$ cat src/rtl/assd_pkg.sv
// package: register map, field positions and constants of the serial status block
package assd_pkg;
   localparam int unsigned AW = 8;
   // register byte offsets
   localparam logic [AW-1:0] OFS_CTRL   = 8'h00;
   localparam logic [AW-1:0] OFS_NINTH  = 8'h04;
   localparam logic [AW-1:0] OFS_STAT1  = 8'h08;
   localparam logic [AW-1:0] OFS_STAT2  = 8'h0c;
   localparam logic [AW-1:0] OFS_DATA   = 8'h18;
   // control register fields
   localparam int unsigned CT_ENABLE  = 0;
   localparam int unsigned CT_NINE    = 1;
   localparam int unsigned CT_RXEN    = 2;
   localparam int unsigned CT_TEIE    = 4;
   localparam int unsigned CT_TX_COMPLETE_IRQ_EN    = 5;
   localparam int unsigned CT_RFIE    = 6;
   localparam int unsigned CT_IDLE_IRQ_EN    = 7;
   // ninth bit and error enable register fields
   localparam int unsigned NB_RX8     = 7;
   localparam int unsigned NB_TX8     = 6;
   localparam int unsigned NB_OVERRUN_IRQ_EN    = 3;
   localparam int unsigned NB_NOISE_IRQ_EN    = 2;
   localparam int unsigned NB_FRAMING_IRQ_EN    = 1;
   localparam int unsigned NB_PARITY_IRQ_EN    = 0;
   // primary status fields
   localparam int unsigned S1_TE      = 7;
   localparam int unsigned S1_TC      = 6;
   localparam int unsigned S1_RF      = 5;
   localparam int unsigned S1_IDLE    = 4;
   localparam int unsigned S1_OR      = 3;
   localparam int unsigned S1_NF      = 2;
   localparam int unsigned S1_FE      = 1;
   localparam int unsigned S1_PE      = 0;
   // secondary status fields
   localparam int unsigned S2_BKF     = 1;
   localparam int unsigned S2_RPF     = 0;
   // reset values
   localparam logic [7:0] CTRL_RST    = 8'h00;
   localparam logic [3:0] ERRIE_RST   = 4'h0;
   // idle run length in bit times for 8-bit and 9-bit characters
   localparam logic [3:0] IDLE_BITS8  = 4'ha;
   localparam logic [3:0] IDLE_BITS9  = 4'hb;
   // axi response codes
   localparam logic [1:0] RESP_OKAY   = 2'h0;
   localparam logic [1:0] RESP_SLVERR = 2'h2;
endpackage : assd_pkg

$ cat src/rtl/assd_core.sv
// serial status flags, ninth bits and data buffer behind an axi4-lite slave
//
// Behaviour
// - 9-bit mode: received ninth bit stored together with the eight data bits
// - 8-bit mode: received ninth-bit position copies received data bit 7
// - 9-bit mode: transmit ninth bit goes to the shifter with the data byte
// - four error enables gate overrun, noise, framing, parity; reset clears all four
// - tx empty sets on shifter load, reset sets; status read then data write clears
// - tx complete: empty and nothing shifting; clears when queued; reset sets
// - rx full sets on buffer load; status read then data read clears
// - idle sets after 10 or 11 one-bit times; cleared by status-data reads
// - idle needs a received character since enable or since idle was last set
// - character arriving with buffer full sets overrun, buffer kept
// - overrun clears on data read only if seen set at status read
// - noise flag set on detected noise, read-sequence clear, gated interrupt
// - framing flag set on zero stop bit, read-sequence clear, gated interrupt
// - parity flag set on parity mismatch, read-sequence clear, gated interrupt
// - break sets break, framing and rx full, clears ninth bit in 9-bit mode
// - break flag cleared by status2-then-data read; rearms only after ones
// - reception flag sets on zero in first sample slot, clears on false start or idle
// - one data address: reads return rx data, writes go to tx data
// - reset leaves data buffers and both ninth bits unchanged
// - character length bit selects 8-bit or 9-bit characters
// - global enable low forces tx empty and tx complete set
`timescale 1ns/1ns
`default_nettype none
module assd_core (
   input  wire logic                  mclk_i,
   input  wire logic                  rstn_i,
   // axi4-lite slave
   input  wire logic [assd_pkg::AW-1:0] s_awaddr_i,
   input  wire logic                  s_awvalid_i,
   output logic                       s_awready_o,
   input  wire logic [31:0]           s_wdata_i,
   input  wire logic [3:0]            s_wstrb_i,
   input  wire logic                  s_wvalid_i,
   output logic                       s_wready_o,
   output logic [1:0]                 s_bresp_o,
   output logic                       s_bvalid_o,
   input  wire logic                  s_bready_i,
   input  wire logic [assd_pkg::AW-1:0] s_araddr_i,
   input  wire logic                  s_arvalid_i,
   output logic                       s_arready_o,
   output logic [31:0]                s_rdata_o,
   output logic [1:0]                 s_rresp_o,
   output logic                       s_rvalid_o,
   input  wire logic                  s_rready_i,
   // receive pin and receiver shift logic
   input  wire logic                  rxd_i,
   input  wire logic                  bit_tick_i,
   input  wire logic                  rx_done_i,
   input  wire logic [8:0]            rx_word_i,
   input  wire logic                  rx_noise_i,
   input  wire logic                  rx_frame_i,
   input  wire logic                  rx_parity_i,
   input  wire logic                  rx_break_i,
   input  wire logic                  rx_slot_zero_i,
   input  wire logic                  rx_false_start_i,
   // transmit shifter
   input  wire logic                  tx_ready_i,
   input  wire logic                  tx_busy_i,
   output logic                       tx_load_o,
   output logic [8:0]                 tx_word_o,
   // interrupt request levels
   output logic                       tx_irq_o,
   output logic                       rx_irq_o,
   output logic                       err_irq_o
);
   import assd_pkg::*;

   function automatic logic hit(input logic [AW-1:0] a, input logic [AW-1:0] o);
      hit = (a[AW-1:2] == o[AW-1:2]);
   endfunction : hit

   logic [7:0] ctrl;
   logic [3:0] errie;
   logic       tx_ninth, rx_ninth;
   logic [7:0] tx_buf, rx_buf;
   logic       tx_empty, tx_complete, rx_full, idle, overrun;
   logic       noise, framing, parity, brk, rx_in_progress_flag;
   logic       brk_armed, idle_armed;
   logic [7:0] snap1;
   logic       snap_brk;
   logic       rxd_meta, rxd_s;
   logic [3:0] ones_cnt;
   logic       wr_go, rd_go, dat_rd, dat_wr, idle_hit;
   logic [7:0] stat1, stat2, rd_mux;
   logic       rd_ok;

   wire en   = ctrl[CT_ENABLE];
   wire nine = ctrl[CT_NINE];

   // rx pin synchroniser; only rxd_s is used by logic
   always_ff @(posedge mclk_i or negedge rstn_i) begin
      if (!rstn_i) begin
         rxd_meta <= 1'b1;
         rxd_s    <= 1'b1;
      end else begin
         rxd_meta <= rxd_i;
         rxd_s    <= rxd_meta;
      end
   end

   // write accepted only with address and data both present
   assign wr_go       = s_awvalid_i & s_wvalid_i & ~s_bvalid_o;
   assign s_awready_o = wr_go;
   assign s_wready_o  = wr_go;
   assign rd_go       = s_arvalid_i & ~s_rvalid_o;
   assign s_arready_o = rd_go;
   assign dat_rd = rd_go & hit(s_araddr_i, OFS_DATA);
   assign dat_wr = wr_go & s_wstrb_i[0] & hit(s_awaddr_i, OFS_DATA);

   // write response; unmapped addresses answer slverr
   always_ff @(posedge mclk_i or negedge rstn_i) begin
      if (!rstn_i) begin
         s_bvalid_o <= 1'b0;
         s_bresp_o  <= RESP_OKAY;
      end else if (wr_go) begin
         s_bvalid_o <= 1'b1;
         s_bresp_o  <= (hit(s_awaddr_i, OFS_CTRL) | hit(s_awaddr_i, OFS_NINTH)
                       | hit(s_awaddr_i, OFS_STAT1) | hit(s_awaddr_i, OFS_STAT2)
                       | hit(s_awaddr_i, OFS_DATA)) ? RESP_OKAY : RESP_SLVERR;
      end else if (s_bready_i) begin
         s_bvalid_o <= 1'b0;
      end
   end

   // control and error enables; writes to status registers are ignored
   always_ff @(posedge mclk_i or negedge rstn_i) begin
      if (!rstn_i) begin
         ctrl  <= CTRL_RST;
         errie <= ERRIE_RST;
      end else if (wr_go && s_wstrb_i[0]) begin
         if (hit(s_awaddr_i, OFS_CTRL))
            ctrl <= s_wdata_i[7:0];
         if (hit(s_awaddr_i, OFS_NINTH))
            errie <= s_wdata_i[3:0];
      end
   end

   // data buffers and ninth bits hold their contents across reset
   always_ff @(posedge mclk_i) begin
      if (wr_go && s_wstrb_i[0] && hit(s_awaddr_i, OFS_NINTH))
         tx_ninth <= s_wdata_i[NB_TX8];
      if (dat_wr)
         tx_buf <= s_wdata_i[7:0];
      if (rx_break_i && !rx_full) begin
         rx_buf <= 8'h00;
         if (nine)
            rx_ninth <= 1'b0;
      end else if (rx_done_i && !rx_full) begin
         rx_buf   <= rx_word_i[7:0];
         rx_ninth <= nine ? rx_word_i[8] : rx_word_i[7];
      end
   end

   // transmit hand-off: shifter takes buffer and ninth bit together
   assign tx_load_o = ~tx_empty & tx_ready_i & en;
   assign tx_word_o = {nine & tx_ninth, tx_buf};

   // tx empty: shifter load sets, status read then data write clears
   always_ff @(posedge mclk_i or negedge rstn_i) begin
      if (!rstn_i)
         tx_empty <= 1'b1;
      else if (!en || tx_load_o)
         tx_empty <= 1'b1;
      else if (dat_wr && snap1[S1_TE])
         tx_empty <= 1'b0;
   end

   // tx complete tracks an idle shifter with nothing queued
   always_ff @(posedge mclk_i or negedge rstn_i) begin
      if (!rstn_i)
         tx_complete <= 1'b1;
      else if (!en)
         tx_complete <= 1'b1;
      else if (tx_busy_i || tx_load_o || (dat_wr && snap1[S1_TE]))
         tx_complete <= 1'b0;
      else if (tx_empty)
         tx_complete <= 1'b1;
   end

   // idle run counter in bit times; threshold follows character length
   assign idle_hit = bit_tick_i && rxd_s && (ones_cnt + 4'h1 == (nine ? IDLE_BITS9 : IDLE_BITS8));
   always_ff @(posedge mclk_i or negedge rstn_i) begin
      if (!rstn_i)
         ones_cnt <= 4'h0;
      else if (!rxd_s || !ctrl[CT_RXEN])
         ones_cnt <= 4'h0;
      else if (bit_tick_i && !idle_hit)
         ones_cnt <= ones_cnt + 4'h1;
      else if (idle_hit)
         ones_cnt <= 4'h0;
   end

   // receive flags: hardware set wins over the clearing data read
   always_ff @(posedge mclk_i or negedge rstn_i) begin
      if (!rstn_i) begin
         rx_full <= 1'b0;
         overrun <= 1'b0;
         noise   <= 1'b0;
         framing <= 1'b0;
         parity  <= 1'b0;
      end else begin
         if (rx_done_i || rx_break_i)
            rx_full <= 1'b1;
         else if (dat_rd && snap1[S1_RF])
            rx_full <= 1'b0;
         if ((rx_done_i || rx_break_i) && rx_full)
            overrun <= 1'b1;
         else if (dat_rd && snap1[S1_OR])
            overrun <= 1'b0;
         if (rx_done_i && !rx_full && rx_noise_i)
            noise <= 1'b1;
         else if (dat_rd && snap1[S1_NF])
            noise <= 1'b0;
         if ((rx_done_i && !rx_full && rx_frame_i) || rx_break_i)
            framing <= 1'b1;
         else if (dat_rd && snap1[S1_FE])
            framing <= 1'b0;
         if (rx_done_i && !rx_full && rx_parity_i)
            parity <= 1'b1;
         else if (dat_rd && snap1[S1_PE])
            parity <= 1'b0;
      end
   end

   // idle flag and its arming by a received character
   always_ff @(posedge mclk_i or negedge rstn_i) begin
      if (!rstn_i) begin
         idle       <= 1'b0;
         idle_armed <= 1'b0;
      end else begin
         if (idle_hit && idle_armed)
            idle <= 1'b1;
         else if (dat_rd && snap1[S1_IDLE])
            idle <= 1'b0;
         if ((rx_done_i && !rx_full) || rx_break_i)
            idle_armed <= 1'b1;
         else if (!ctrl[CT_RXEN] || (idle_hit && idle_armed))
            idle_armed <= 1'b0;
      end
   end

   // break flag rearms only once the line has returned to ones
   always_ff @(posedge mclk_i or negedge rstn_i) begin
      if (!rstn_i) begin
         brk       <= 1'b0;
         brk_armed <= 1'b1;
      end else begin
         if (rx_break_i && brk_armed)
            brk <= 1'b1;
         else if (dat_rd && snap_brk)
            brk <= 1'b0;
         if (rx_break_i)
            brk_armed <= 1'b0;
         else if (rxd_s)
            brk_armed <= 1'b1;
      end
   end

   // reception in progress; a false start outranks a fresh slot zero
   always_ff @(posedge mclk_i or negedge rstn_i) begin
      if (!rstn_i)
         rx_in_progress_flag <= 1'b0;
      else if (rx_false_start_i || idle_hit)
         rx_in_progress_flag <= 1'b0;
      else if (rx_slot_zero_i)
         rx_in_progress_flag <= 1'b1;
   end

   assign stat1 = {tx_empty, tx_complete, rx_full, idle, overrun, noise, framing, parity};
   assign stat2 = {6'h00, brk, rx_in_progress_flag};

   // status-read snapshots arm the later data access
   always_ff @(posedge mclk_i or negedge rstn_i) begin
      if (!rstn_i) begin
         snap1    <= 8'h00;
         snap_brk <= 1'b0;
      end else begin
         if (rd_go && hit(s_araddr_i, OFS_STAT1))
            snap1 <= stat1;
         else if (dat_rd)
            snap1 <= {snap1[7], 7'h00};
         else if (dat_wr)
            snap1[S1_TE] <= 1'b0;
         if (rd_go && hit(s_araddr_i, OFS_STAT2))
            snap_brk <= brk;
         else if (dat_rd)
            snap_brk <= 1'b0;
      end
   end

   // read mux; rx data and tx data never share storage
   always_comb begin
      rd_mux = 8'h00;
      rd_ok  = 1'b1;
      if (hit(s_araddr_i, OFS_CTRL))
         rd_mux = ctrl;
      else if (hit(s_araddr_i, OFS_NINTH))
         rd_mux = {rx_ninth, tx_ninth, 2'b00, errie};
      else if (hit(s_araddr_i, OFS_STAT1))
         rd_mux = stat1;
      else if (hit(s_araddr_i, OFS_STAT2))
         rd_mux = stat2;
      else if (hit(s_araddr_i, OFS_DATA))
         rd_mux = rx_buf;
      else
         rd_ok = 1'b0;
   end

   // read data registered at address acceptance
   always_ff @(posedge mclk_i or negedge rstn_i) begin
      if (!rstn_i) begin
         s_rvalid_o <= 1'b0;
         s_rdata_o  <= 32'h0000_0000;
         s_rresp_o  <= RESP_OKAY;
      end else if (rd_go) begin
         s_rvalid_o <= 1'b1;
         s_rdata_o  <= {24'h000000, rd_mux};
         s_rresp_o  <= rd_ok ? RESP_OKAY : RESP_SLVERR;
      end else if (s_rready_i) begin
         s_rvalid_o <= 1'b0;
      end
   end

   // interrupt levels; break and reception flags never request
   assign tx_irq_o  = en & ((tx_empty & ctrl[CT_TEIE]) | (tx_complete & ctrl[CT_TX_COMPLETE_IRQ_EN]));
   assign rx_irq_o  = rx_full & ctrl[CT_RFIE];
   assign err_irq_o = (overrun & errie[NB_OVERRUN_IRQ_EN]) | (noise & errie[NB_NOISE_IRQ_EN])
                    | (framing & errie[NB_FRAMING_IRQ_EN]) | (parity & errie[NB_PARITY_IRQ_EN])
                    | (idle & ctrl[CT_IDLE_IRQ_EN]);

   // checks
   chk_ovr_keeps_buf: assert property (@(posedge mclk_i) disable iff (!rstn_i)
      rx_done_i && rx_full |=> overrun && rx_buf == $past(rx_buf))
      else $error("overrun altered buffer");
   chk_ninth_copy_b7: assert property (@(posedge mclk_i) disable iff (!rstn_i)
      rx_done_i && !rx_break_i && !rx_full && !nine |=> rx_ninth == $past(rx_word_i[7]))
      else $error("8-bit ninth copy wrong");
   chk_ninth_9bit: assert property (@(posedge mclk_i) disable iff (!rstn_i)
      rx_done_i && !rx_break_i && !rx_full && nine |=> rx_ninth == $past(rx_word_i[8]))
      else $error("9-bit ninth capture wrong");
   chk_tx_ninth_load: assert property (@(posedge mclk_i) disable iff (!rstn_i)
      tx_load_o && nine |-> tx_word_o[8] == tx_ninth)
      else $error("tx ninth bit not loaded");
   chk_empty_on_load: assert property (@(posedge mclk_i) disable iff (!rstn_i)
      tx_load_o |=> tx_empty ##1 tx_empty || $past(dat_wr))
      else $error("tx empty not set after load");
   chk_disable_forces: assert property (@(posedge mclk_i) disable iff (!rstn_i)
      !en |=> tx_empty && tx_complete)
      else $error("disable did not force tx flags");
   chk_break_sets: assert property (@(posedge mclk_i) disable iff (!rstn_i)
      rx_break_i |=> framing && rx_full)
      else $error("break did not set framing and full");
   chk_idle_needs_arm: assert property (@(posedge mclk_i) disable iff (!rstn_i)
      $rose(idle) |-> $past(idle_armed))
      else $error("idle set without character");
   chk_ovr_clear_gate: assert property (@(posedge mclk_i) disable iff (!rstn_i)
      overrun && dat_rd && !snap1[S1_OR] |=> overrun)
      else $error("overrun cleared without status read");
   chk_err_gate: assert property (@(posedge mclk_i) disable iff (!rstn_i)
      errie == 4'h0 && !(idle && ctrl[CT_IDLE_IRQ_EN]) |-> !err_irq_o)
      else $error("error request with enables off");
   cov_overrun: cover property (@(posedge mclk_i) disable iff (!rstn_i) $rose(overrun));
   cov_break: cover property (@(posedge mclk_i) disable iff (!rstn_i) $rose(brk));
   cov_idle: cover property (@(posedge mclk_i) disable iff (!rstn_i) $rose(idle));
   cov_tx_load: cover property (@(posedge mclk_i) disable iff (!rstn_i) tx_load_o);
endmodule : assd_core
`default_nettype wire

$ cat config.mk
export PLATFORM = sky130hd
export DESIGN_NAME = assd_core
export DESIGN_NICKNAME = d
export VERILOG_FILES = /design/src/rtl/assd_pkg.sv /design/src/rtl/assd_core.sv
export SDC_FILE = /design/constraint.sdc
export NUM_CORES = 1
export LEC_CHECK = 0
export ABC_AREA = 1
export BUFFER_PORTS_ARGS = -buffer_cell sky130_fd_sc_hd__buf_2
export CAP_MARGIN = 0
export CORE_AREA = 2 2 94 96
export DETAILED_ROUTE_END_ITERATION = 6
export DIE_AREA = 0 0 96 98
export PLACE_DENSITY = 0.72
export SETUP_SLACK_MARGIN = 0.5
export SLEW_MARGIN = 5
export SYNTH_ARGS = -nofsm -noshare
export SYNTH_HDL_FRONTEND = slang
export SYNTH_SLANG_ARGS = --single-unit
$ cat constraint.sdc
create_clock -name mclk_i -period 1.7 [get_ports mclk_i]
set_clock_uncertainty 0.2 [all_clocks]
set_input_delay 0.17 -clock mclk_i [delete_from_list [all_inputs] [get_ports mclk_i]]
set_output_delay 0.17 -clock mclk_i [all_outputs]
set_load 0.05 [all_outputs]
After elaboration in Yosys (flattened, before gate mapping)

Cells that the tools add are included.

Bits in registers: 70
Output and inout port bits: 54

$add $sub $neg: 1
Mux-type cells: 55
Reduce and logical (&&, ||, !) cells: 61
Equality and inequality tests: 12
Bitwise gates (word level): 30

Operators by type and width:

| cell                                                | count |
|---|---|
| two-way mux 8 bit                                   | 6 |
| two-way mux 1 bit                                   | 43 |
| nonzero test 2 bit                                  | 17 |
| equality test 6 x 2 -> 1 bit, second input constant | 4 |
| logical AND 1 bit                                   | 23 |
| AND 1 bit                                           | 18 |
| equality test 6 x 1 -> 1 bit, second input constant | 2 |
| equality test 6 x 3 -> 1 bit, second input constant | 2 |
| zero test 6 bit                                     | 2 |
| two-way mux 4 bit                                   | 3 |
| logical OR 1 bit                                    | 9 |
| bitwise OR 1 bit                                    | 9 |
| AND reduction 2 bit                                 | 4 |
| two-way mux 7 bit                                   | 1 |
| zero test 1 bit                                     | 5 |
| adder 4 x 1 -> 4 bit, second input constant         | 1 |
| equality test 4 bit                                 | 1 |
| two-way mux 2 bit                                   | 2 |
| != test 3 x 1 -> 1 bit, second input constant       | 1 |
| NOT 1 bit                                           | 3 |
| nonzero test 3 bit                                  | 1 |
| != test 2 x 1 -> 1 bit, second input constant       | 1 |
| != test 2 bit, second input constant                | 1 |

Longest topological paths before layout

Gate-level depths: netlist of the first run.

Depth in word-level cells: 8
Depth in mapped cells: 8
Mapped depth without buffers: 8

Least setup slack after synthesis of the first run

No wires, ideal clock.

Path type: flip-flop to flip-flop
From: register s_bvalid_o
To: register tx_buf[0], enable pin
Setup time: 0.375 ns
Slack: -0.778 ns
Arrival: 1.903 ns
Stages on the path, launching flop included: 4
Clock period less this slack: 2.478 ns
Path buffers: 0
Cells stage by stage: dfrtp_1 nor2_2 nand2_1 nor2_1

Cells in the longest elaborated chain, start to end: 4

RTL lines:

| item                    | line             | source |
|---|---|---|
| from (decl)             | assd_core.sv:39  | `output logic s_bvalid_o,` |
| from (signal assigned)  | assd_core.sv:116 | `s_bvalid_o <= 1'b0;` |
| from (signal assigned)  | assd_core.sv:119 | `s_bvalid_o <= 1'b1;` |
| from (signal assigned)  | assd_core.sv:124 | `s_bvalid_o <= 1'b0;` |
| NOT 1 bit               | assd_core.sv:105 | `assign wr_go = s_awvalid_i & s_wvalid_i & ~s_bvalid_o;` |
| AND 1 bit               | assd_core.sv:105 |  |
| named net s_awready_o   | assd_core.sv:33  | `output logic s_awready_o,` |
| AND 1 bit (2 in series) | assd_core.sv:111 | `assign dat_wr = wr_go & s_wstrb_i[0] & hit(s_awaddr_i, OFS_DATA);` |
| named net dat_wr        | assd_core.sv:86  | `logic wr_go, rd_go, dat_rd, dat_wr, idle_hit;` |
| to (signal assigned)    | assd_core.sv:146 | `tx_buf <= s_wdata_i[7:0];` |
| to (decl)               | assd_core.sv:78  | `logic [7:0] tx_buf, rx_buf;` |

The timed path passes the listed nets, and every way through them passes these cells.
A chain may end at the register's enable or synchronous reset.

Final worst setup path of the first run

From: register errie[0]
To: output port err_irq_o

Cells in the longest elaborated chain, start to end: 3

RTL lines:

| item                   | line             | source |
|---|---|---|
| from (decl)            | assd_core.sv:76  | `logic [3:0] errie;` |
| from (signal assigned) | assd_core.sv:137 | `errie <= s_wdata_i[3:0];` |
| AND 1 bit              | assd_core.sv:331 | `\| (framing & errie[NB_FRAMING_IRQ_EN]) \| (parity & errie[NB_PARITY_IRQ_EN])` |
| bitwise OR 1 bit       | assd_core.sv:331 |  |
| bitwise OR 1 bit       | assd_core.sv:332 | `\| (idle & ctrl[CT_IDLE_IRQ_EN]);` |
| to (decl)              | assd_core.sv:67  | `output logic err_irq_o` |

No other way between the ends.

==> impl_metrics.py, run 1 <==
metrics = {
    "place": {
        "numPortBuffers": 75,
        "dp.cells": 568,
        "hpwl_um": 5860,
        "gp_congestion": 0.876,
    },
    "cts": {
        "clkLatencyLatePin_ns": 0.35,
        "cts-root-buf": "clkbuf_8",
        "cts_sinks": 68,
        "clockBufferDepth": 2,
        "cts_inserted_buffers": 9,
        "cts.clk_slew.worst_paths_ns": 0.08,
        "h-tree-depth": 3,
        "hold_buffers": 29,
        "cts_tree": "done",
    },
    "critical_path": {
        "critPathCaptureType": "primary output",
        "reg2reg_depth": 5,
        "path_max_fanout": 2,
        "critPathArrivalTime_ns": 1.40,
        "critical_path_class": "flip-flop to primary output",
        "required_ns": 1.33,
        "r2r-end": "tx_buf[1]",
        "critPathLaunchType": "flip-flop",
        "r2r_slack_ns": 0.11,
        "r2r_start": "s_bvalid_o",
    },
    "synthesis": {
        "ys_types": 33,
        "syn_area_per_cell_um2": 8.54,
        "synth-seq-cells": 68,
        "synth_top_area_share_pct": 34.1,
        "ys_seq_area_share_pct": 52.0,
        "yosysTopAreaCell": "dfrtp_1",
        "synth_edf_count": 10,
        "synth_area_leaders": "dfrtp_1 (34%), nand2_1 (9.9%), edfxtp_1 (9.1%)",
        "syn_area_um2": 3300,
        "synth_cells": 387,
        "synthFlopType": "dfrtp_1",
        "ys_async_sr_fraction_pct": 73.5,
        "synth_warnings": 0,
    },
    "layout": {
        "final_common_cell": "nand2_1",
        "seqCellArea_um2": 1720,
        "nNetsFinal": 639,
        "layout_common_cells": "nand2_1 (55), buf_2 (47), dfrtp_1 (40), nor2_1 (37), buf_6 (35)",
        "n_fill_cell": 645,
        "layout-drive-gt1-share_pct": 49.6,
        "multi_input_area_um2": 1860,
        "syn_to_final_growth_pct": 69.5,
        "post-route-util_pct": 66.2,
        "fin_cells": 672,
        "n_antenna_cell": 0,
    },
    "power_and_ir_drop": {
        "powerDensity_nw_per_um2": 748,
        "peakVddDrop_mv": 0.481,
        "power_leakage_nw": 2.71,
    },
    "sta": {
        "rsz0062_at_grt": "true",
        "final-setup-viol-count": 1,
        "fin_worst_hold_slack_ns": -0.0379,
        "relSlewSlack_pct": 64.8,
        "fin_crit_ns": 1.77,
        "max_freq_ghz": 0.564,
        "layout_setup_ws_ns": -0.0729,
        "worst_slew_pin_slew_ns": 0.528,
        "post-route-period-util_pct": 104,
        "finalHoldViolCount": 2,
        "report.final.slew_viol_count": 0,
    },
    "drt": {
        "first_iter_violations": 176,
        "wirelength_um": 10200,
        "remaining_drc_errors": 0,
        "avgViaCountPerCell": 4.89,
        "dr_total_vias": 3288,
        "drt_first_pass_iters": 4,
        "detail-route-antenna-nets": 0,
        "wire_per_inst_um": 15.2,
    },
    "global_route": {
        "grt_usage_pct": 20.8,
        "grt_antenna_before_repair": 0,
        "grt_pass1_vias": 3268,
        "grt_remaining_overflow": 0,
        "grt_pass1_wl_um": 15200,
        "grt_max_degree": 51,
    },
    "floorplan": {
        "initial_core_util_pct": 39.0,
        "io_pins": 133,
        "die_height_um": 98,
        "die-width_um": 96,
        "dieArea_um2": 9410,
        "core-area_um2": 8470,
        "fp-row-count": 34,
    },
    "worst_hold_path": {
        "min-delay-start": "s_awaddr_i[3]",
        "hold_class": "primary input to flip-flop",
        "min_to": "tx_ninth",
        "min_path_cells": 2,
    },
    "status": {
        "outcome": "finished, violations left",
        "violations": "negative hold slack, negative setup slack",
    },
    "run": {
        "drv_cap": 0,
    },
}
cells by family (layout without fill, tap and decap cells):
logic type / count (synthesis) / in the layout / synth area share, %
simple gates: 185 / 187 / 26.1
buf+inv: 74 / 224 / 11.7
flops: 68 / 68 / 52.0
compound gates: 54 / 54 / 8.67
xor+xnor: 3 / 3 / 0.795
fa+ha+maj: 1 / 1 / 0.379
other cells: 1 / 26 / 0.113
mux: 1 / 1 / 0.303
worst max-delay path by stage:
stage,from,end,slack (ns)
global placement,ones_cnt[0],rx_in_progress_flag,0.15
global route,errie[0],err_irq_o,-0.13
floorplan,s_bvalid_o,tx_buf[0],-0.09
CTS,errie[0],err_irq_o,0.02
finish,errie[0],err_irq_o,-0.07
detailed placement,ones_cnt[0],ones_cnt[0],0.1
power by group:
part	switching, mW	internal (mW)
combinational	0.686	0.474
clock	0.639	0.520
sequential	0.0871	1.79
total	1.41	2.78
critical path: stages (launching register included):
cell and delay [ns]:
dfrtp_1 0.41, nand2_1 0.10, o21ai_2 0.08, a21oi_2 0.16, o221ai_4 0.13, buf_6 0.17
cell type report:
cell class,instances,area share [%]
Tap cell,108,2.41
Timing Repair Buffer,163,26.8
Inverter,43,3.35
Multi-Input combinational cell,272,33.3
Clock inverter,7,0.782
Sequential cell,68,30.8
Clock buffer,9,2.21
Timing Repair inverter,2,0.424
state kept, by name, indices dropped and copies added, names as in the netlist, 4 cells and up:
signal / count
ctrl: 8
rx_buf: 8
s_rdata_o: 8
tx_buf: 8
snap1: 7
errie: 4
ones_cnt: 4
stage by stage:
stage / worst slack [ns] / total power [mW] / area, um^2 / TNS [ns] / hold WS [ns]
finish: -0.0729 / 4.19 / 5600 / -0.0729 / -0.0379
global route: -0.126 / 4.38 / 5600 / -0.126 / -0.0330
CTS: 0.0218 / 4.04 / 5110 / 0 / -0.0479
detailed placement: 0.0975 / 2.61 / 3820 / 0 / -0.0237
global placement: 0.151 / 2.59 / 3820 / 0 / -0.0258
floorplan: -0.0878 / 2.46 / 3520 / -1.44 / -0.326
Yosys cell counts, types with 2 or more instances:
cell type and n:
nor2_2 4, dfrtp_1 45, o22ai_1 6, dfstp_2 5, nand2_2 2, buf_4 28
a21oi_1 8, buf_2 3, nand2_1 87, xor2_1 2, nand3_1 29, dfxtp_1 8
o21ai_1 2, nor2_1 44, nor2_4 3, nand2_4 3, edfxtp_1 10, nand4_1 8
o21ai_0 35, inv_1 42
routing by layer:
| layer | share of wire (%) | GRT usage [%] | vias up | wire (um) |
|---|---|---|---|---|
| met5 | 0 | 0 | - | 0 |
| met4 | 1.7 | 7.91 | 0 | 177 |
| met3 | 4.1 | 2.70 | 16 | 421 |
| met2 | 55 | 36.8 | 98 | 5640 |
| met1 | 39 | 25.3 | 1624 | 4000 |
| li1 | - | - | 1550 | - |
timing repair:
| item | in CTS | in global routing |
|---|---|---|
| endpoints found under the hold margin | 98 | 3 |
| setup buffers | 34 | 19 |
| resized for setup | 137 | 92 |
| endpoints found under the setup margin | 91 | 92 |
| cloned | 5 | 1 |
| pin swaps | 31 | 19 |
No activity file was read; power rests on OpenSTA's default activity.
==> run 2, diff against run 1 <==
--- a/config.mk
+++ b/config.mk
@@ -5,13 +5,12 @@
 export SDC_FILE = /design/constraint.sdc
 export NUM_CORES = 1
 export LEC_CHECK = 0
-export ABC_AREA = 1
 export BUFFER_PORTS_ARGS = -buffer_cell sky130_fd_sc_hd__buf_2
 export CAP_MARGIN = 0
 export CORE_AREA = 2 2 94 96
 export DETAILED_ROUTE_END_ITERATION = 6
 export DIE_AREA = 0 0 96 98
-export PLACE_DENSITY = 0.72
+export PLACE_DENSITY = 0.71
 export SETUP_SLACK_MARGIN = 0.5
 export SLEW_MARGIN = 5
 export SYNTH_ARGS = -nofsm -noshare
==> impl_metrics.py, run 2 <==
metrics = {
    "layout": {
        "multi_input_area_um2": 1760,
        "final_common_cell": "buf_2",
        "layout-drive-gt1-share_pct": 51.6,
        "syn_to_final_growth_pct": 66.3,
        "post-route-util_pct": 64.0,
        "seqCellArea_um2": 1720,
        "nNetsFinal": 548,
        "layout_common_cells": "buf_2 (47), dfrtp_1 (42), buf_6 (42), buf_4 (35), dlygate4sd3_1 (31)",
        "fin_area_um2": 5420,
        "n_antenna_cell": 0,
        "n_fill_cell": 630,
    },
    "floorplan": {
        "io_pins": 133,
        "initial_core_util_pct": 38.5,
        "die-width_um": 96,
        "die_height_um": 98,
        "dieArea_um2": 9410,
        "core-area_um2": 8470,
        "fp-row-count": 34,
    },
    "place": {
        "numPortBuffers": 75,
        "gp_congestion": 0.853,
        "placed_cell_area_um2": 3910,
        "hpwl_um": 5810,
    },
    "cts": {
        "cts-root-buf": "clkbuf_8",
        "clkLatencyLatePin_ns": 0.36,
        "hold_buffers": 31,
        "clockBufferDepth": 2,
        "cts_tree": "done",
        "cts_inserted_buffers": 9,
        "cts_sinks": 68,
        "cts.clk_slew.worst_paths_ns": 0.08,
        "h-tree-depth": 3,
    },
    "global_route": {
        "grt_antenna_before_repair": 0,
        "grt_remaining_overflow": 0,
        "grt_pass1_vias": 2972,
        "grt_max_degree": 51,
        "grt_usage_pct": 21.1,
        "grt_pass1_wl_um": 15100,
    },
    "drt": {
        "wire_per_inst_um": 16.7,
        "dr_total_vias": 3006,
        "avgViaCountPerCell": 5.17,
        "remaining_drc_errors": 0,
        "first_iter_violations": 150,
        "wirelength_um": 9700,
        "drt_first_pass_iters": 5,
        "detail-route-antenna-nets": 0,
    },
    "synthesis": {
        "synthFlopType": "dfrtp_1",
        "synth_top_family_by_area": "compound AO/OA/AOI/OAI gates",
        "synth_edf_count": 10,
        "syn_area_um2": 3260,
        "synth-seq-cells": 68,
        "yosysTopAreaCell": "dfrtp_1",
        "synth_xor_area_share_pct": 0.538,
        "synth_area_leaders": "dfrtp_1 (35%), edfxtp_1 (9.2%), buf_4 (6.2%)",
        "synth_cells": 297,
        "synth_compound_area_share_pct": 16.0,
        "synth.most_common_cell": "dfrtp_1",
        "ys_types": 54,
        "synth_top_area_share_pct": 34.6,
        "synth_fa_ha_area_share_pct": 0.384,
        "ys_seq_area_share_pct": 52.8,
        "synth_common_cells": "dfrtp_1 (45), buf_4 (27), nand2_1 (25)",
        "syn_area_per_cell_um2": 11.0,
        "synth-simple-area-share_pct": 14.8,
        "synth_warnings": 0,
        "synth_mux_area_share_pct": 6.38,
        "ys_async_sr_fraction_pct": 73.5,
    },
    "critical_path": {
        "critPathCaptureType": "primary output",
        "critPathArrivalTime_ns": 1.56,
        "critPathLaunchType": "flip-flop",
        "critical_path_class": "flip-flop to primary output",
        "path_max_fanout": 2,
        "required_ns": 1.33,
    },
    "sta": {
        "fin_worst_hold_slack_ns": -0.0504,
        "fin_crit_ns": 1.93,
        "post-route-period-util_pct": 114,
        "finalHoldViolCount": 2,
        "layout_setup_ws_ns": -0.230,
        "max_freq_ghz": 0.518,
        "final-setup-viol-count": 16,
        "timing.setup.tns_ns": -1.49,
        "rsz0062_at_grt": "true",
        "report.final.slew_viol_count": 0,
    },
    "power_and_ir_drop": {
        "p_total_mw": 4.30,
        "powerDensity_nw_per_um2": 794,
        "peakVddDrop_mv": 0.470,
        "power_leakage_nw": 2.45,
    },
    "run": {
        "drv_cap": 0,
    },
    "worst_hold_path": {
        "hold_class": "primary input to flip-flop",
    },
    "status": {
        "outcome": "finished, violations left",
        "violations": "negative hold slack, negative setup slack",
    },
}
## run 2: cell count changes after synthesis, moves of 14 or more
cell and change:
a22o_1 +20, nand2_1 -62, nand3_1 -27, o21ai_0 -26, inv_1 -29, mux2_2 +14, nor2_1 -24
## run 2: repair_timing
| action | in CTS | in global routing |
|---|---|---|
| endpoints found under the hold margin | 96 | 2 |
| pin swaps | 23 | 12 |
| gates cloned | 2 | 0 |
| endpoints found under the setup margin | 92 | 93 |
| buffers inserted | 25 | 11 |
| gates resized for setup | 141 | 38 |
## run 2: through the flow
stage / setup WS [ns] / instances
after floorplan: -0.293 / 322
after global placement: -0.0625 / 496
final: -0.230 / 581
after global routing: -0.274 / 581
after CTS: -0.179 / 570
after detailed placement: -0.0839 / 496
## run 2: final timing paths
path                             startpoint           end  slack (ns)  cells after the start
worst min register to register     rxd_meta         rxd_s        0.16                      0
worst max register to register   s_bvalid_o       ctrl[1]       -0.11                      5
min in group asynchronous            rstn_i  s_rdata_o[2]        0.13                      3
worst max-delay path                overrun     err_irq_o       -0.23                      3
max in group asynchronous            rstn_i      rxd_meta        0.89                      3
worst min-delay path            s_arvalid_i    s_rvalid_o       -0.05                      3
## run 2: cell type report
| class | instances | share of cell area, % |
|---|---|---|
| clock buffers | 10 | 2.75 |
| clock inverters | 6 | 1.27 |
| inverters | 13 | 1.22 |
| multi-input cells | 207 | 32.4 |
| flip-flops and latches | 68 | 31.8 |
| well taps | 108 | 2.50 |
| repair buffers | 169 | 28.0 |
## run 2: layer usage
| layer | wire length [um] | track usage, % | share of wire, % | up-vias |
|---|---|---|---|---|
| li1 | - | - | - | 1381 |
| met1 | 4120 | 28.0 | 42 | 1490 |
| met2 | 4800 | 34.0 | 50 | 115 |
| met3 | 537 | 3.16 | 5.5 | 20 |
| met4 | 245 | 9.23 | 2.5 | 0 |
| met5 | 0 | 0 | 0 | - |
## run 2: logic make-up (layout without fill, tap and decap cells)
group	Yosys count	count (layout)
AOI/OAI and AO/OA	71	71
xor gates and xnor gates	2	2
adders and majority gates	1	1
buffers and inverters	48	198
DFF	68	68
muxes	19	19
other	1	26
and+or+nand+nor	87	88
## run 2: critical path: stages, from the launching register on
cell	delay, ns
dfrtp_1	0.40
a222oi_1	0.48
nand2_2	0.14
buf_6	0.19
## run 2: power by group
group,switching (mW),total [mW],internal (mW)
Combinational,0.572,1.01,0.442
Sequential,0.0771,1.82,1.74
Clock,0.691,1.47,0.777
==> run 3, diff against run 2 <==
--- a/config.mk
+++ b/config.mk
@@ -6,10 +6,11 @@
 export NUM_CORES = 1
 export LEC_CHECK = 0
 export BUFFER_PORTS_ARGS = -buffer_cell sky130_fd_sc_hd__buf_2
-export CAP_MARGIN = 0
+export CAP_MARGIN = 20
 export CORE_AREA = 2 2 94 96
 export DETAILED_ROUTE_END_ITERATION = 6
 export DIE_AREA = 0 0 96 98
+export GPL_TIMING_DRIVEN = 0
 export PLACE_DENSITY = 0.71
 export SETUP_SLACK_MARGIN = 0.5
 export SLEW_MARGIN = 5
==> impl_metrics.py, run 3 (synthesis results as in run 2) <==
metrics = {
    "cts": {
        "hold_buffers": 29,
        "cts.clk_slew.worst_paths_ns": 0.08,
        "cts_tree": "done",
        "cts_sinks": 68,
        "clockBufferDepth": 2,
        "cts_inserted_buffers": 9,
        "clkLatencyLatePin_ns": 0.35,
        "cts-root-buf": "clkbuf_8",
        "h-tree-depth": 3,
    },
    "run": {
        "drv_cap": 0,
    },
    "sta": {
        "rsz0062_at_grt": "true",
        "report.final.slew_viol_count": 0,
        "max_freq_ghz": 0.553,
        "timing.setup.tns_ns": -1.17,
        "final-setup-viol-count": 21,
        "relSlewSlack_pct": 36.6,
        "post-route-period-util_pct": 106,
        "worst_slew_pin_slew_ns": 0.944,
        "finalHoldViolCount": 26,
        "fin_crit_ns": 1.81,
        "layout_setup_ws_ns": -0.110,
        "fin_worst_hold_slack_ns": -0.381,
    },
    "layout": {
        "final_common_cell": "buf_4",
        "n_fill_cell": 612,
        "layout-drive-gt1-share_pct": 51.7,
        "post-route-util_pct": 64.7,
        "fin_area_um2": 5480,
        "layout_common_cells": "buf_4 (57), buf_2 (49), dfrtp_1 (42), buf_6 (35), dlygate4sd3_1 (29)",
        "nNetsFinal": 566,
        "seqCellArea_um2": 1720,
        "n_antenna_cell": 0,
        "multi_input_area_um2": 1710,
        "fin_cells": 599,
        "syn_to_final_growth_pct": 68.3,
    },
    "global_route": {
        "grt_antenna_before_repair": 0,
        "grt_pass1_vias": 2840,
        "grt_usage_pct": 19.8,
        "grt_remaining_overflow": 0,
        "grtUsageMet1_pct": 25.1,
        "grt_pass1_wl_um": 14300,
        "grt_max_degree": 51,
        "grt_use_met3_pct": 4.32,
        "use_met2_pct": 33.0,
        "grt_busiest_layer": "met2",
    },
    "critical_path": {
        "path_max_fanout": 3,
        "r2r-end": "ctrl[3]",
        "critPathArrivalTime_ns": 1.84,
        "critPathCaptureType": "flip-flop",
        "required_ns": 1.73,
        "r2r_start": "s_bvalid_o",
        "critPathLaunchType": "flip-flop",
        "r2r_slack_ns": -0.11,
        "reg2reg_depth": 5,
        "critical_path_class": "flip-flop to flip-flop",
    },
    "place": {
        "placed_cell_area_um2": 3950,
        "gp_congestion": 0.852,
        "hpwl_um": 5760,
        "numPortBuffers": 74,
        "dp.cells": 504,
    },
    "floorplan": {
        "initial_core_util_pct": 38.5,
        "dieArea_um2": 9410,
        "die-width_um": 96,
        "io_pins": 133,
        "die_height_um": 98,
        "fp-row-count": 34,
        "core-area_um2": 8470,
    },
    "drt": {
        "wire_per_inst_um": 15.9,
        "remaining_drc_errors": 0,
        "drt_first_pass_iters": 5,
        "wirelength_um": 9520,
        "first_iter_violations": 128,
        "dr_total_vias": 3001,
        "detail-route-antenna-nets": 0,
        "avgViaCountPerCell": 5.01,
    },
    "power_and_ir_drop": {
        "power_leakage_nw": 2.53,
        "powerDensity_nw_per_um2": 842,
        "peakVddDrop_mv": 0.376,
    },
    "status": {
        "outcome": "finished, violations left",
        "violations": "negative hold slack, negative setup slack",
    },
    "worst_hold_path": {
        "hold_class": "primary input to async pin",
    },
}
run 3: cell type report:
| cell class | count | share of cell area [%] |
|---|---|---|
| inverters | 13 | 1.07 |
| multi-input cells | 207 | 31.2 |
| flip-flops and latches | 68 | 31.4 |
| clock inverters | 6 | 2.47 |
| clock buffers | 10 | 2.33 |
| repair buffers | 152 | 24.1 |
| well taps | 108 | 2.47 |
| plain buffers | 35 | 4.98 |
run 3: how the worst max path moves through the flow:
stage,startpoint,to,slack (ns)
floorplan,s_bvalid_o,ctrl[2],-0.29
global placement,s_araddr_i[7],snap1[2],-0.36
detailed placement,s_awaddr_i[5],ctrl[5],-0.39
CTS,s_bvalid_o,ctrl[3],-0.12
global route,s_bvalid_o,ctrl[3],-0.19
finish,s_bvalid_o,ctrl[3],-0.11
run 3: through the flow:
stage          hold slack [ns]  setup slack, ns  total power [mW]
2_1_floorplan           -0.326           -0.293              2.34
3_3_place_gp            0.0779           -0.362              2.52
3_5_place_dp            0.0772           -0.390              2.53
4_1_cts                 -0.127           -0.125              4.52
5_1_grt                 -0.352           -0.192              4.76
6_report                -0.381           -0.110              4.61
run 3: worst max-delay path, cell delays in order, from the launching register on:
cell and delay (ns):
dfrtp_2 0.40, and4b_2 0.29, nand2_2 0.08, nor4_4 0.22
buf_4 0.20, mux2_4 0.30
run 3: routing by layer:
| metal | vias to the layer above | routed length [um] |
|---|---|---|
| li1 | 1429 | - |
| met3 | 15 | 579 |
| met1 | 1444 | 3980 |
| met5 | - | 0 |
| met4 | 0 | 161 |
| met2 | 113 | 4800 |
run 3: timing repair:
| action | CTS | global route |
|---|---|---|
| buffers inserted | 36 | 10 |
| gates cloned | 2 | 1 |
| hold endpoints to repair | 90 | 22 |
| pin swaps | 17 | 15 |
| resized for setup | 103 | 43 |
| setup endpoints to repair | 92 | 93 |
run 3: where the power goes:
part	internal [mW]	leakage, nW	switching, mW	total, mW
Sequential	1.74	0.779	0.0741	1.81
Clock	1.13	0.131	0.641	1.77
Combinational	0.460	1.62	0.568	1.03
